## src/common/dspace_pkg.sv

```systemverilog
package dspace_pkg;
  // data space map
  localparam logic [15:0] REGFILE_BASE = 16'h0000;
  localparam int REGFILE_SIZE = 32;
  localparam logic [15:0] STDIO_BASE = 16'h0020;
  localparam int STDIO_SIZE = 64;
  localparam logic [15:0] EXTIO_BASE = 16'h0060;
  localparam int EXTIO_SIZE = 160;
  localparam logic [15:0] SRAM_BASE = 16'h0100;
  localparam int SRAM_SIZE = 1024;
  localparam logic [15:0] DATA_TOP = 16'h0500;
  // i/o view offset
  localparam logic [15:0] IO_OFFSET = 16'h0020;
  localparam logic [5:0] IO_BIT_TOP = 6'h1f;
  localparam int DISP_MAX = 63;
  // storage register
  localparam logic [15:0] STORE2_OFFSET = 16'h004b;
  localparam logic [7:0] STORE2_RESET = 8'h00;
  // eeprom access and status flag registers, i/o addresses
  localparam logic [5:0] EE_CTRL_IO = 6'h1f;
  localparam logic [5:0] EE_DATA_IO = 6'h20;
  localparam logic [5:0] EE_ADDRL_IO = 6'h21;
  localparam logic [5:0] EE_ADDRH_IO = 6'h22;
  localparam logic [5:0] FLAG_IO = 6'h16;
  // eeprom control bits and array size
  localparam int EE_RD_BIT = 0;
  localparam int EE_WR_BIT = 1;
  localparam int EE_MWE_BIT = 2;
  localparam int EE_DONE_BIT = 3;
  localparam int EE_SIZE = 512;
  // timing
  localparam int EE_RD_STALL = 4;
  localparam int EE_WR_STALL = 2;
  localparam int EE_ARM_WINDOW = 4;
  localparam real EE_PROG_US = 3400.0;
  localparam real CLK_MHZ = 40.0;
  localparam int EE_PROG_CYC = int'(EE_PROG_US * CLK_MHZ);
  typedef enum logic [1:0] {OP_NONE = 2'b00, OP_LOAD = 2'b01, OP_STORE = 2'b10} op_t;
endpackage

```

## src/hdl/data_space_io_decoder.sv

```systemverilog
`timescale 1ns/1ps
// Function
// - map 32 regs, 64 std io, 160 ext io
// - sram follows extended io region
// - ext io only via load/store
// - direct address reaches whole data space
// - displacement mode adds up to 63
// - io address plus 0x20 gives data address
// - bit ops only on io 0x00-0x1f
// - bit ops touch only addressed bit
// - writing one clears status flags
// - eeprom read halts cpu four cycles
// - eeprom write halts cpu two cycles
// - eeprom is separate byte address space
// - self timed write with pollable done flag
// - write finishes despite system reset
// - write needs arm then strobe sequence
// - eeprom registers live in io space
// - store register 0x4b, reset zero
module data_space_io_decoder #(
  parameter int PROG_CYC = dspace_pkg::EE_PROG_CYC
) (
  // clock and reset
  input wire logic ref_clk,
  input wire logic rstn,
  input wire logic por_n,
  // cpu data path
  input wire dspace_pkg::op_t op,
  input wire logic [15:0] base_addr,
  input wire logic [5:0] disp,
  input wire logic [7:0] wdata,
  output logic [7:0] rdata,
  // cpu io path
  input wire logic io_rd,
  input wire logic io_wr,
  input wire logic [5:0] io_addr,
  input wire logic set_io_bit_op,
  input wire logic clear_io_bit_op,
  input wire logic skip_if_io_bit_set,
  input wire logic skip_if_io_bit_clear,
  input wire logic [2:0] bit_sel,
  output logic skip,
  // regions outside this block
  output logic [4:0] reg_idx,
  output logic reg_sel,
  output logic ext_sel,
  output logic [9:0] sram_idx,
  output logic sram_sel,
  input wire logic [7:0] ext_rdata,
  input wire logic [7:0] reg_rdata,
  input wire logic [7:0] sram_rdata,
  // events and status
  input wire logic flag_event,
  output logic cpu_stall
);
  logic [15:0] eff_addr;
  logic [15:0] io_data_addr;
  logic [15:0] acc_addr;
  logic data_wr;
  logic data_rd;
  logic any_wr;
  logic [5:0] std_idx;
  logic std_hit;
  logic bit_ok;
  logic [7:0] std_cur;
  logic [7:0] std_new;
  logic [7:0] bit_mask;
  logic hit_store2;
  logic hit_ctrl;
  logic hit_edat;
  logic hit_eal;
  logic hit_eah;
  logic hit_flag;
  logic [7:0] store2_r;
  logic [7:0] edat_r;
  logic [8:0] eadr_r;
  logic arm_r;
  logic [2:0] arm_cnt_r;
  logic [7:0] flag_r;
  logic ee_busy;
  logic [7:0] ee_rdata;
  logic ee_rd_go;
  logic ee_wr_go;
  logic [7:0] ctrl_val;
  logic [7:0] rdata_nxt;
  logic [7:0] rdata_r;
  logic skip_r;
  logic bit_solo;
  logic arm_set;
  logic ee_rd_dly_r;

  // effective data address: base plus unsigned displacement
  assign eff_addr = base_addr + {10'h000, disp};
  assign io_data_addr = {10'h000, io_addr} + dspace_pkg::IO_OFFSET;
  assign bit_ok = (io_addr <= dspace_pkg::IO_BIT_TOP);
  assign data_wr = (op == dspace_pkg::OP_STORE);
  assign data_rd = (op == dspace_pkg::OP_LOAD);
  // io path can only ever produce 0x20-0x5f, so extended io is unreachable
  assign acc_addr = (data_wr || data_rd) ? eff_addr : io_data_addr;

  // region decode
  assign reg_sel = (data_wr || data_rd) && (acc_addr < dspace_pkg::STDIO_BASE);
  assign reg_idx = acc_addr[4:0];
  assign std_hit = (acc_addr >= dspace_pkg::STDIO_BASE) && (acc_addr < dspace_pkg::EXTIO_BASE);
  assign std_idx = 6'(acc_addr - dspace_pkg::IO_OFFSET);
  assign ext_sel = (data_wr || data_rd) && (acc_addr >= dspace_pkg::EXTIO_BASE)
                   && (acc_addr < dspace_pkg::SRAM_BASE);
  assign sram_sel = (data_wr || data_rd) && (acc_addr >= dspace_pkg::SRAM_BASE)
                    && (acc_addr < dspace_pkg::DATA_TOP);
  assign sram_idx = 10'(acc_addr - dspace_pkg::SRAM_BASE);

  // standard io register hits
  assign hit_store2 = std_hit && (acc_addr == dspace_pkg::STORE2_OFFSET);
  assign hit_ctrl = std_hit && (std_idx == dspace_pkg::EE_CTRL_IO);
  assign hit_edat = std_hit && (std_idx == dspace_pkg::EE_DATA_IO);
  assign hit_eal = std_hit && (std_idx == dspace_pkg::EE_ADDRL_IO);
  assign hit_eah = std_hit && (std_idx == dspace_pkg::EE_ADDRH_IO);
  assign hit_flag = std_hit && (std_idx == dspace_pkg::FLAG_IO);

  assign ctrl_val = {4'h0, !ee_busy, arm_r, 2'b00};
  // unmapped io reads zero
  assign std_cur = hit_store2 ? store2_r :
                   hit_ctrl ? ctrl_val :
                   hit_edat ? edat_r :
                   hit_eal ? eadr_r[7:0] :
                   hit_eah ? {7'h00, eadr_r[8]} :
                   hit_flag ? flag_r : 8'h00;

  // bit operations write only the selected bit; on the w1c flags and on the
  // control strobes the other bits go out as zero, so neighbouring flags
  // survive and a set of one strobe cannot re-fire the arm bit read back
  assign bit_mask = 8'h01 << bit_sel;
  assign any_wr = data_wr || io_wr || ((set_io_bit_op || clear_io_bit_op) && bit_ok);
  assign bit_solo = hit_flag || hit_ctrl;
  assign std_new = set_io_bit_op ? (bit_solo ? bit_mask : (std_cur | bit_mask)) :
                   clear_io_bit_op ? (bit_solo ? 8'h00 : (std_cur & ~bit_mask)) :
                   wdata;

  // eeprom strobes: write only inside arm window and only when idle
  assign ee_rd_go = any_wr && hit_ctrl && std_new[dspace_pkg::EE_RD_BIT] && !ee_busy;
  assign ee_wr_go = any_wr && hit_ctrl && std_new[dspace_pkg::EE_WR_BIT] && arm_r && !ee_busy;
  assign arm_set = any_wr && hit_ctrl && std_new[dspace_pkg::EE_MWE_BIT];

  // a cpu write to the data register beats an eeprom read landing in it
  always_ff @(posedge ref_clk or negedge rstn) begin
    if (!rstn) begin
      store2_r <= dspace_pkg::STORE2_RESET;
      edat_r <= 8'h00;
      eadr_r <= 9'h000;
    end else begin
      if (any_wr && hit_store2) store2_r <= std_new;
      if (any_wr && hit_edat) begin
        edat_r <= std_new;
      end else if (ee_rd_dly_r) begin
        edat_r <= ee_rdata;
      end
      if (any_wr && hit_eal) eadr_r[7:0] <= std_new;
      if (any_wr && hit_eah) eadr_r[8] <= std_new[0];
    end
  end

  // arm bit self clears after a short window
  always_ff @(posedge ref_clk or negedge rstn) begin
    if (!rstn) begin
      arm_r <= 1'b0;
      arm_cnt_r <= 3'h0;
    end else if (arm_set) begin
      arm_r <= 1'b1;
      arm_cnt_r <= 3'(dspace_pkg::EE_ARM_WINDOW);
    end else if (arm_cnt_r != 3'h0) begin
      arm_cnt_r <= arm_cnt_r - 3'h1;
      arm_r <= (arm_cnt_r != 3'h1) && !ee_wr_go;
    end
  end

  // sticky status flags; a new event beats a write-one clear
  always_ff @(posedge ref_clk or negedge rstn) begin
    if (!rstn) begin
      flag_r <= 8'h00;
    end else begin
      flag_r <= (flag_r & ~((any_wr && hit_flag) ? std_new : 8'h00)) | {7'h00, flag_event};
    end
  end

  // read data, skip result, and the delay that lands eeprom read data
  // one cycle after the engine has latched it
  assign rdata_nxt = reg_sel ? reg_rdata :
                     ext_sel ? ext_rdata :
                     sram_sel ? sram_rdata :
                     std_cur;
  always_ff @(posedge ref_clk or negedge rstn) begin
    if (!rstn) begin
      rdata_r <= 8'h00;
      skip_r <= 1'b0;
      ee_rd_dly_r <= 1'b0;
    end else begin
      ee_rd_dly_r <= ee_rd_go;
      if (data_rd || io_rd) rdata_r <= rdata_nxt;
      skip_r <= bit_ok && ((skip_if_io_bit_set && std_cur[bit_sel]) ||
                (skip_if_io_bit_clear && !std_cur[bit_sel]));
    end
  end
  assign rdata = rdata_r;
  assign skip = skip_r;

  // eeprom array holds its own clock of a write across system reset
  ee_engine #(.PROG_CYC(PROG_CYC)) u_ee (
    .ref_clk(ref_clk),
    .por_n(por_n),
    .addr(eadr_r),
    .wdata(edat_r),
    .rd_go(ee_rd_go),
    .wr_go(ee_wr_go),
    .rdata(ee_rdata),
    .busy(ee_busy)
  );

  // cpu halt after eeprom strobes
  stall_timer u_stall (
    .ref_clk(ref_clk),
    .rstn(rstn),
    .start(ee_rd_go || ee_wr_go),
    .cycles(ee_rd_go ? 3'(dspace_pkg::EE_RD_STALL) : 3'(dspace_pkg::EE_WR_STALL)),
    .stall(cpu_stall)
  );

  a_rd_stall: assert property (@(posedge ref_clk) disable iff (!rstn)
    ee_rd_go |=> cpu_stall [*4] ##1 !cpu_stall) else $error("read halt not four cycles");
  a_wr_stall: assert property (@(posedge ref_clk) disable iff (!rstn)
    ee_wr_go |=> cpu_stall [*2] ##1 !cpu_stall) else $error("write halt not two cycles");
  a_store_rw: assert property (@(posedge ref_clk) disable iff (!rstn)
    (data_wr && acc_addr == dspace_pkg::STORE2_OFFSET) |=> store2_r == $past(wdata))
    else $error("store register not written");
  a_extio_guard: assert property (@(posedge ref_clk) disable iff (!rstn)
    ((io_rd || io_wr || set_io_bit_op || clear_io_bit_op) && op == dspace_pkg::OP_NONE)
    |-> !ext_sel && !sram_sel && (acc_addr < dspace_pkg::EXTIO_BASE)) else $error("io path hit extended io");
  a_sram_map: assert property (@(posedge ref_clk) disable iff (!rstn)
    sram_sel |-> (({6'h00, sram_idx} + dspace_pkg::SRAM_BASE) == eff_addr)) else $error("sram index wrong");
  a_bit_only: assert property (@(posedge ref_clk) disable iff (!rstn)
    ((set_io_bit_op || clear_io_bit_op) && bit_ok && hit_flag && !flag_event)
    |=> (flag_r & ~$past(bit_mask)) == ($past(flag_r) & ~$past(bit_mask))) else $error("bit op disturbed other bits");
  a_flag_keep: assert property (@(posedge ref_clk) disable iff (!rstn)
    flag_event |=> flag_r[0]) else $error("flag event lost");
  a_arm_needed: assert property (@(posedge ref_clk) disable iff (!rstn)
    ee_wr_go |-> $past(arm_set, 1) || $past(arm_set, 2) || $past(arm_set, 3) || $past(arm_set, 4))
    else $error("write started outside arm window");
  a_done_flag: assert property (@(posedge ref_clk) disable iff (!rstn)
    ee_wr_go |=> ee_busy && !ctrl_val[dspace_pkg::EE_DONE_BIT]) else $error("done flag not low");
  a_arm_expire: assert property (@(posedge ref_clk) disable iff (!rstn)
    (arm_cnt_r == 3'h0) |-> !arm_r) else $error("arm outlived its window");
  a_stall_start: assert property (@(posedge ref_clk) disable iff (!rstn)
    (!ee_rd_go && !ee_wr_go && !cpu_stall) |=> !cpu_stall) else $error("halt without eeprom strobe");

  // region map: each data-space guard reads the raw address, not the select logic
  a_reg_map: assert property (@(posedge ref_clk) disable iff (!rstn)
    ((data_wr || data_rd) && eff_addr < dspace_pkg::STDIO_BASE) |-> reg_sel && reg_idx == eff_addr[4:0])
    else $error("register file not selected");
  a_std_map: assert property (@(posedge ref_clk) disable iff (!rstn)
    ((data_wr || data_rd) && eff_addr >= dspace_pkg::STDIO_BASE && eff_addr < dspace_pkg::EXTIO_BASE)
    |-> std_hit && !reg_sel && !ext_sel && !sram_sel) else $error("standard io not selected");
  a_ext_map: assert property (@(posedge ref_clk) disable iff (!rstn)
    ((data_wr || data_rd) && eff_addr >= dspace_pkg::EXTIO_BASE && eff_addr < dspace_pkg::SRAM_BASE)
    |-> ext_sel && !std_hit && !sram_sel) else $error("extended io not selected");
  a_sram_top: assert property (@(posedge ref_clk) disable iff (!rstn)
    ((data_wr || data_rd) && eff_addr >= dspace_pkg::DATA_TOP)
    |-> !reg_sel && !std_hit && !ext_sel && !sram_sel) else $error("address above sram selected");
  a_io_offset: assert property (@(posedge ref_clk) disable iff (!rstn)
    ((io_rd || io_wr) && op == dspace_pkg::OP_NONE) |-> std_hit && std_idx == io_addr)
    else $error("io address offset wrong");

  // register behaviour seen from the cpu
  a_unmapped_zero: assert property (@(posedge ref_clk) disable iff (!rstn)
    (io_rd && op == dspace_pkg::OP_NONE && !(hit_store2 || hit_ctrl || hit_edat || hit_eal || hit_eah || hit_flag))
    |=> rdata == 8'h00) else $error("unmapped io read not zero");
  a_skip_range: assert property (@(posedge ref_clk) disable iff (!rstn)
    ((skip_if_io_bit_set || skip_if_io_bit_clear) && !bit_ok) |=> !skip)
    else $error("skip test above bit range");
  a_w1c_clear: assert property (@(posedge ref_clk) disable iff (!rstn)
    (io_wr && op == dspace_pkg::OP_NONE && hit_flag && wdata[0] && !flag_event) |=> !flag_r[0])
    else $error("write one did not clear flag");
  a_store_hold: assert property (@(posedge ref_clk) disable iff (!rstn)
    !(any_wr && hit_store2) |=> $stable(store2_r)) else $error("store register changed unwritten");
  a_eadr_hi: assert property (@(posedge ref_clk) disable iff (!rstn)
    (io_wr && op == dspace_pkg::OP_NONE && hit_eah) |=> {7'h00, eadr_r[8]} == ($past(wdata) & 8'h01))
    else $error("eeprom high address bit wrong");
  a_eadr_lo: assert property (@(posedge ref_clk) disable iff (!rstn)
    (io_wr && op == dspace_pkg::OP_NONE && hit_eal) |=> eadr_r[7:0] == $past(wdata))
    else $error("eeprom low address wrong");

  // main scenarios
  c_ee_read: cover property (@(posedge ref_clk) ee_rd_go);
  c_flag_clear: cover property (@(posedge ref_clk) any_wr && hit_flag && flag_r[0]);
  c_ee_write: cover property (@(posedge ref_clk) ee_wr_go);
  c_skip: cover property (@(posedge ref_clk) skip);
  c_sram: cover property (@(posedge ref_clk) sram_sel && data_wr);
endmodule

```

## src/hdl/stall_timer.sv

```systemverilog
`timescale 1ns/1ps
module stall_timer (
  // clock and reset
  input wire logic ref_clk,
  input wire logic rstn,
  // request
  input wire logic start,
  input wire logic [2:0] cycles,
  // status
  output logic stall
);
  logic [2:0] cnt_r;
  logic [2:0] cnt_nxt;

  // counts the halt length down
  assign cnt_nxt = start ? cycles : (cnt_r != 3'h0 ? cnt_r - 3'h1 : 3'h0);
  assign stall = (cnt_r != 3'h0);

  always_ff @(posedge ref_clk or negedge rstn) begin
    if (!rstn) begin
      cnt_r <= 3'h0;
    end else begin
      cnt_r <= cnt_nxt;
    end
  end
endmodule

```

## src/hdl/ee_engine.sv

```systemverilog
`timescale 1ns/1ps
module ee_engine #(
  parameter int PROG_CYC = dspace_pkg::EE_PROG_CYC
) (
  // clock and power-on reset; system reset does not reach a running write
  input wire logic ref_clk,
  input wire logic por_n,
  // request
  input wire logic [8:0] addr,
  input wire logic [7:0] wdata,
  input wire logic rd_go,
  input wire logic wr_go,
  // result
  output logic [7:0] rdata,
  output logic busy
);
  logic [7:0] mem_r [dspace_pkg::EE_SIZE];
  logic [31:0] cnt_r;
  logic [8:0] wa_r;
  logic [7:0] wd_r;
  logic [7:0] rdata_r;

  assign busy = (cnt_r != 32'h0);
  assign rdata = rdata_r;

  // self timed write; only power-on reset clears the timer
  always_ff @(posedge ref_clk or negedge por_n) begin
    if (!por_n) begin
      cnt_r <= 32'h0;
      wa_r <= 9'h000;
      wd_r <= 8'h00;
      rdata_r <= 8'h00;
    end else begin
      if (wr_go && !busy) begin
        cnt_r <= 32'(PROG_CYC);
        wa_r <= addr;
        wd_r <= wdata;
      end else if (busy) begin
        cnt_r <= cnt_r - 32'h1;
      end
      if (rd_go) begin
        rdata_r <= mem_r[addr];
      end
    end
  end

  // cell array commits at the end of the program time
  always_ff @(posedge ref_clk) begin
    if (cnt_r == 32'h1) begin
      mem_r[wa_r] <= wd_r;
    end
  end
endmodule

```

## config.mk

```make
export PLATFORM = sky130hd
export DESIGN_NAME = data_space_io_decoder
export DESIGN_NICKNAME = d
export VERILOG_FILES = /design/src/common/dspace_pkg.sv /design/src/hdl/data_space_io_decoder.sv /design/src/hdl/stall_timer.sv /design/src/hdl/ee_engine.sv
export SDC_FILE = /design/constraint.sdc
export NUM_CORES = 2
export LEC_CHECK = 0
export CAP_MARGIN = 25
export CORE_MARGIN = 1.5
export CORE_UTILIZATION = 57
export DETAILED_ROUTE_END_ITERATION = 7
export DONT_BUFFER_PORTS = 1
export PLACE_DENSITY_LB_ADDON = 0.15
export SLEW_MARGIN = 20
export SYNTH_ARGS = -nofsm -noshare
export SYNTH_HDL_FRONTEND = slang
export SYNTH_SLANG_ARGS = --single-unit
```

## constraint.sdc

```tcl
create_clock -name ref_clk -period 6.9 [get_ports ref_clk]
set_input_delay 1.035 -clock ref_clk [delete_from_list [all_inputs] [get_ports ref_clk]]
set_output_delay 1.035 -clock ref_clk [all_outputs]
set_load 0.005 [all_outputs]
```

==> results.yml <==
die:
  floorplan.core_area_um2: 286000
  ios: 103
  horizontal_extent_of_the_die_um: 539
  initial_utilization_pct: 57.4
  placement_rows: 196
  die_area_um2: 291000
  vert_die_dim_um: 539
power:
  cellLeakagePower_nw: 47.6
  vdd_ir_drop_max_mv: 0.344
  total_power_mw: 53.1
  power-per-cell-area_nw_per_um2: 291
yosys:
  synthTopCellsByCount: "edfxtp_1 (4096), mux4_2 (1345), nor2_1 (574)"
  post_synth_num_cell_types: 86
  ys.warnings.count: 0
  number_of_synthesized_flops_with_an_enable_pin: 4096
  synth.cell_area_um2: 164000
  netlist_instances: 7188
  synthesized_flop_and_latch_total: 4203
  dominantRegCellSynth: "edfxtp_1"
  synth_async_sr_flop_share_pct: 2.55
  yosys-top-cells-area: "edfxtp_1 (75%), mux4_2 (18%), dfrtp_1 (1.6%)"
  synth_area_leader_cell: "edfxtp_1"
  synth_nets: 7280
  synthMostInstantiatedCell: "edfxtp_1"
  synth_area_per_cell_um2: 22.8
  yosysTopAreaCellShare_pct: 75.0
  ys_seq_area_share_pct: 76.6
sta:
  min_period_ns: 5.24
  timing.clock.skew_ns: 0.0443
  final_max_slew_viol_count: 0
  timing.max_slew.rel_slack_pct: 19.3
  timing_worst_slew_pin_value_ns: 1.21
  hold_viol: 0
  min_period_over_period_pct: 76.0
  setup_viol_count_final: 0
  max_freq_mhz: 191
  rsz0062_at_grt: "false"
  finalSetupTns_ns: 0
global_route:
  grt_pass1_wl_mm: 547
  maximum_number_of_pins_on_one_net_before_global_route_repair: 213
  initial_antenna_violation_count: 2
  grt_pass1_vias: 76100
  grt.overflow.total: 0
  track_usage_pct: 26.0
critical_path:
  worst-setup-path-type: "in2out"
  timing.critical_path.to_type: "primary output"
  cp-endpoint: "reg_sel"
  worstReg2RegEnd: "u_ee.rdata[0]"
  critical_path.startpoint_type: "input port"
  cp_data_required_time_ns: 5.86
  ff2ff_path_depth: 9
  crit_path_max_fanout: 10
  arrival_ns: 4.21
  worst-r2r-setup-slack_ns: 1.97
  r2r_start: "eadr_r[0]"
  crit_path_start: "base_addr[0]"
cts:
  cts_tree: "built"
  clock_latency_ns: 0.95
  cts_made_buffers: 420
  cts.reportedPaths.clkPinSlew_ns: 0.06
  clockBufferDepth: 4
  cts.htree.levels: 5
  clock_sinks: 4203
  post_cts_resized: 0
  cts-root-buf: "clkbuf_16"
drt:
  post_drt_wl_per_cell_um: 32.8
  drcViolationCount: 0
  firstDrtPassIters: 6
  route.vias.total: 76000
  drt_iter0_drc: 9219
  routed_wire_length_mm: 376
  viasPerCell: 6.64
  antenna_violation_net_count_after_detailed_routing: 0
cells_and_area:
  sequential_cell_area_um2: 126000
  footprint_of_the_multi_input_gates_um2: 36700
  layout-drive-gt1-share_pct: 28.4
  synthToLayoutAreaGrowth_pct: 11.3
  fin_nets: 7429
  finalCoreUtilization_pct: 63.9
  fill_cells: 18500
  fin_cells: 11500
worst_hold_path:
  min-delay-path-class: "in2reg"
outcome:
  outcome: "finished, final reports clean"
placed_design:
  gpl.final_weighted_congestion: 0.844
  post-place-cells: 10700
  port_buffers: 0
  detailedPlacementHpwl_mm: 219
flow_run:
  max_cap_violations: 0
==> cells by family (layout without fill, tap and decap cells) <==
family / Yosys count / after routing / synth area share (%)
AOI/OAI and AO/OA: 199 / 199 / 0.867
xor gates and xnor gates: 33 / 33 / 0.185
adders and majority gates: 17 / 17 / 0.134
buffers and inverters: 454 / 952 / 1.10
DFF: 4203 / 4203 / 76.6
muxes: 1394 / 1394 / 18.8
other: 0 / 2 / 0
and+or+nand+nor: 888 / 888 / 2.29
==> through the flow <==
stage	worst slack (ns)	hold slack, ns	instance area [um2]
after CTS	1.67	0.127	182000
after floorplan	2.23	0.423	164000
final	1.66	0.192	183000
after global routing	1.37	0.169	183000
after global placement	1.19	0.439	169000
after detailed placement	1.06	0.448	169000
==> worst min-delay path by stage <==
| stage | start | end | slack, ns | cells after the start |
|---|---|---|---|---|
| detailed placement | u_ee.cnt_r[7] | u_ee.cnt_r[7] | 0.45 | 1 |
| floorplan | u_stall.cnt_r[0] | u_stall.cnt_r[0] | 0.42 | 1 |
| finish | flag_event | flag_r[0] | 0.19 | 1 |
| global route | flag_event | flag_r[0] | 0.17 | 1 |
| global placement | u_stall.cnt_r[0] | u_stall.cnt_r[0] | 0.44 | 1 |
| CTS | flag_event | flag_r[0] | 0.13 | 1 |
==> cell type report <==
type	count	share of cell area, %
multi-input cells	2531	20.1
diodes	2	0.00274
clock buffers	519	6.02
repair buffers	151	0.990
clock inverters	252	1.35
well taps	3762	2.58
inverters	30	0.0617
flip-flops and latches	4203	68.9
==> where the power goes <==
group	switching, mW	leakage, nW	internal (mW)
combinational	1.52	9.82	1.27
sequential	0.191	31.2	27.7
clock	9.55	6.59	12.8
==> cell usage in the layout (no fill, tap or decap), types with 14 or more instances in the layout <==
cell | Yosys | routed
nor3_1 | 31 | 29
mux2_2 | 26 | 26
nor2b_1 | 19 | 19
a21oi_1 | 43 | 43
o21ai_0 | 38 | 38
mux4_2 | 1345 | 1345
bufinv_16 | 0 | 40
clkinv_1 | 1 | 94
edfxtp_1 | 4096 | 4096
ha_1 | 16 | 16
nand3_1 | 25 | 19
clkinv_2 | 0 | 82
xnor2_1 | 19 | 19
inv_1 | 28 | 28
clkbuf_16 | 0 | 424
dfrtp_1 | 107 | 92
mux2i_1 | 17 | 17
nand2_1 | 151 | 142
clkbuf_1 | 256 | 91
buf_4 | 6 | 95
nor2_1 | 574 | 573
dfrtp_4 | 0 | 14
buf_12 | 0 | 43
nand2b_1 | 18 | 18
==> worst max-delay path, stage by stage <==
cell and delay [ns]:
ha_1 0.21, inv_1 0.07, fa_1 0.40, nor2b_1 0.26, o2111a_1 0.30, o311ai_0 0.18
xor2_1 0.17, nor2_1 0.20, inv_1 0.12, ha_1 0.25, o31ai_2 0.18, nor2_2 0.21
nand2_1 0.31, clkinv_1 0.29
==> sequential cells by signal (all words and copies together) (netlist names), 3 cells and up <==
register / cells
arm_cnt_r: 3
eadr_r: 9
edat_r: 8
flag_r: 8
rdata: 8
store2_r: 8
u_ee.cnt_r: 32
u_ee.mem_r: 4096
u_ee.rdata: 8
u_ee.wa_r: 9
u_ee.wd_r: 8
u_stall.cnt_r: 3
==> per-layer routing <==
metal | track usage [%] | vias up | wire length (um)
li1 | - | 30700 | -
met1 | 38.5 | 41300 | 152000
met2 | 41.1 | 3432 | 184000
met3 | 4.14 | 496 | 29200
met4 | 6.65 | 0 | 9580
met5 | 0 | - | 0
==> what timing repair did <==
item,in CTS,in global routing
hold buffers,4,0
setup endpoints to repair,0,0
setup buffers,0,0
endpoints found under the hold margin,107,0
(Power assumes the default switching activity.)
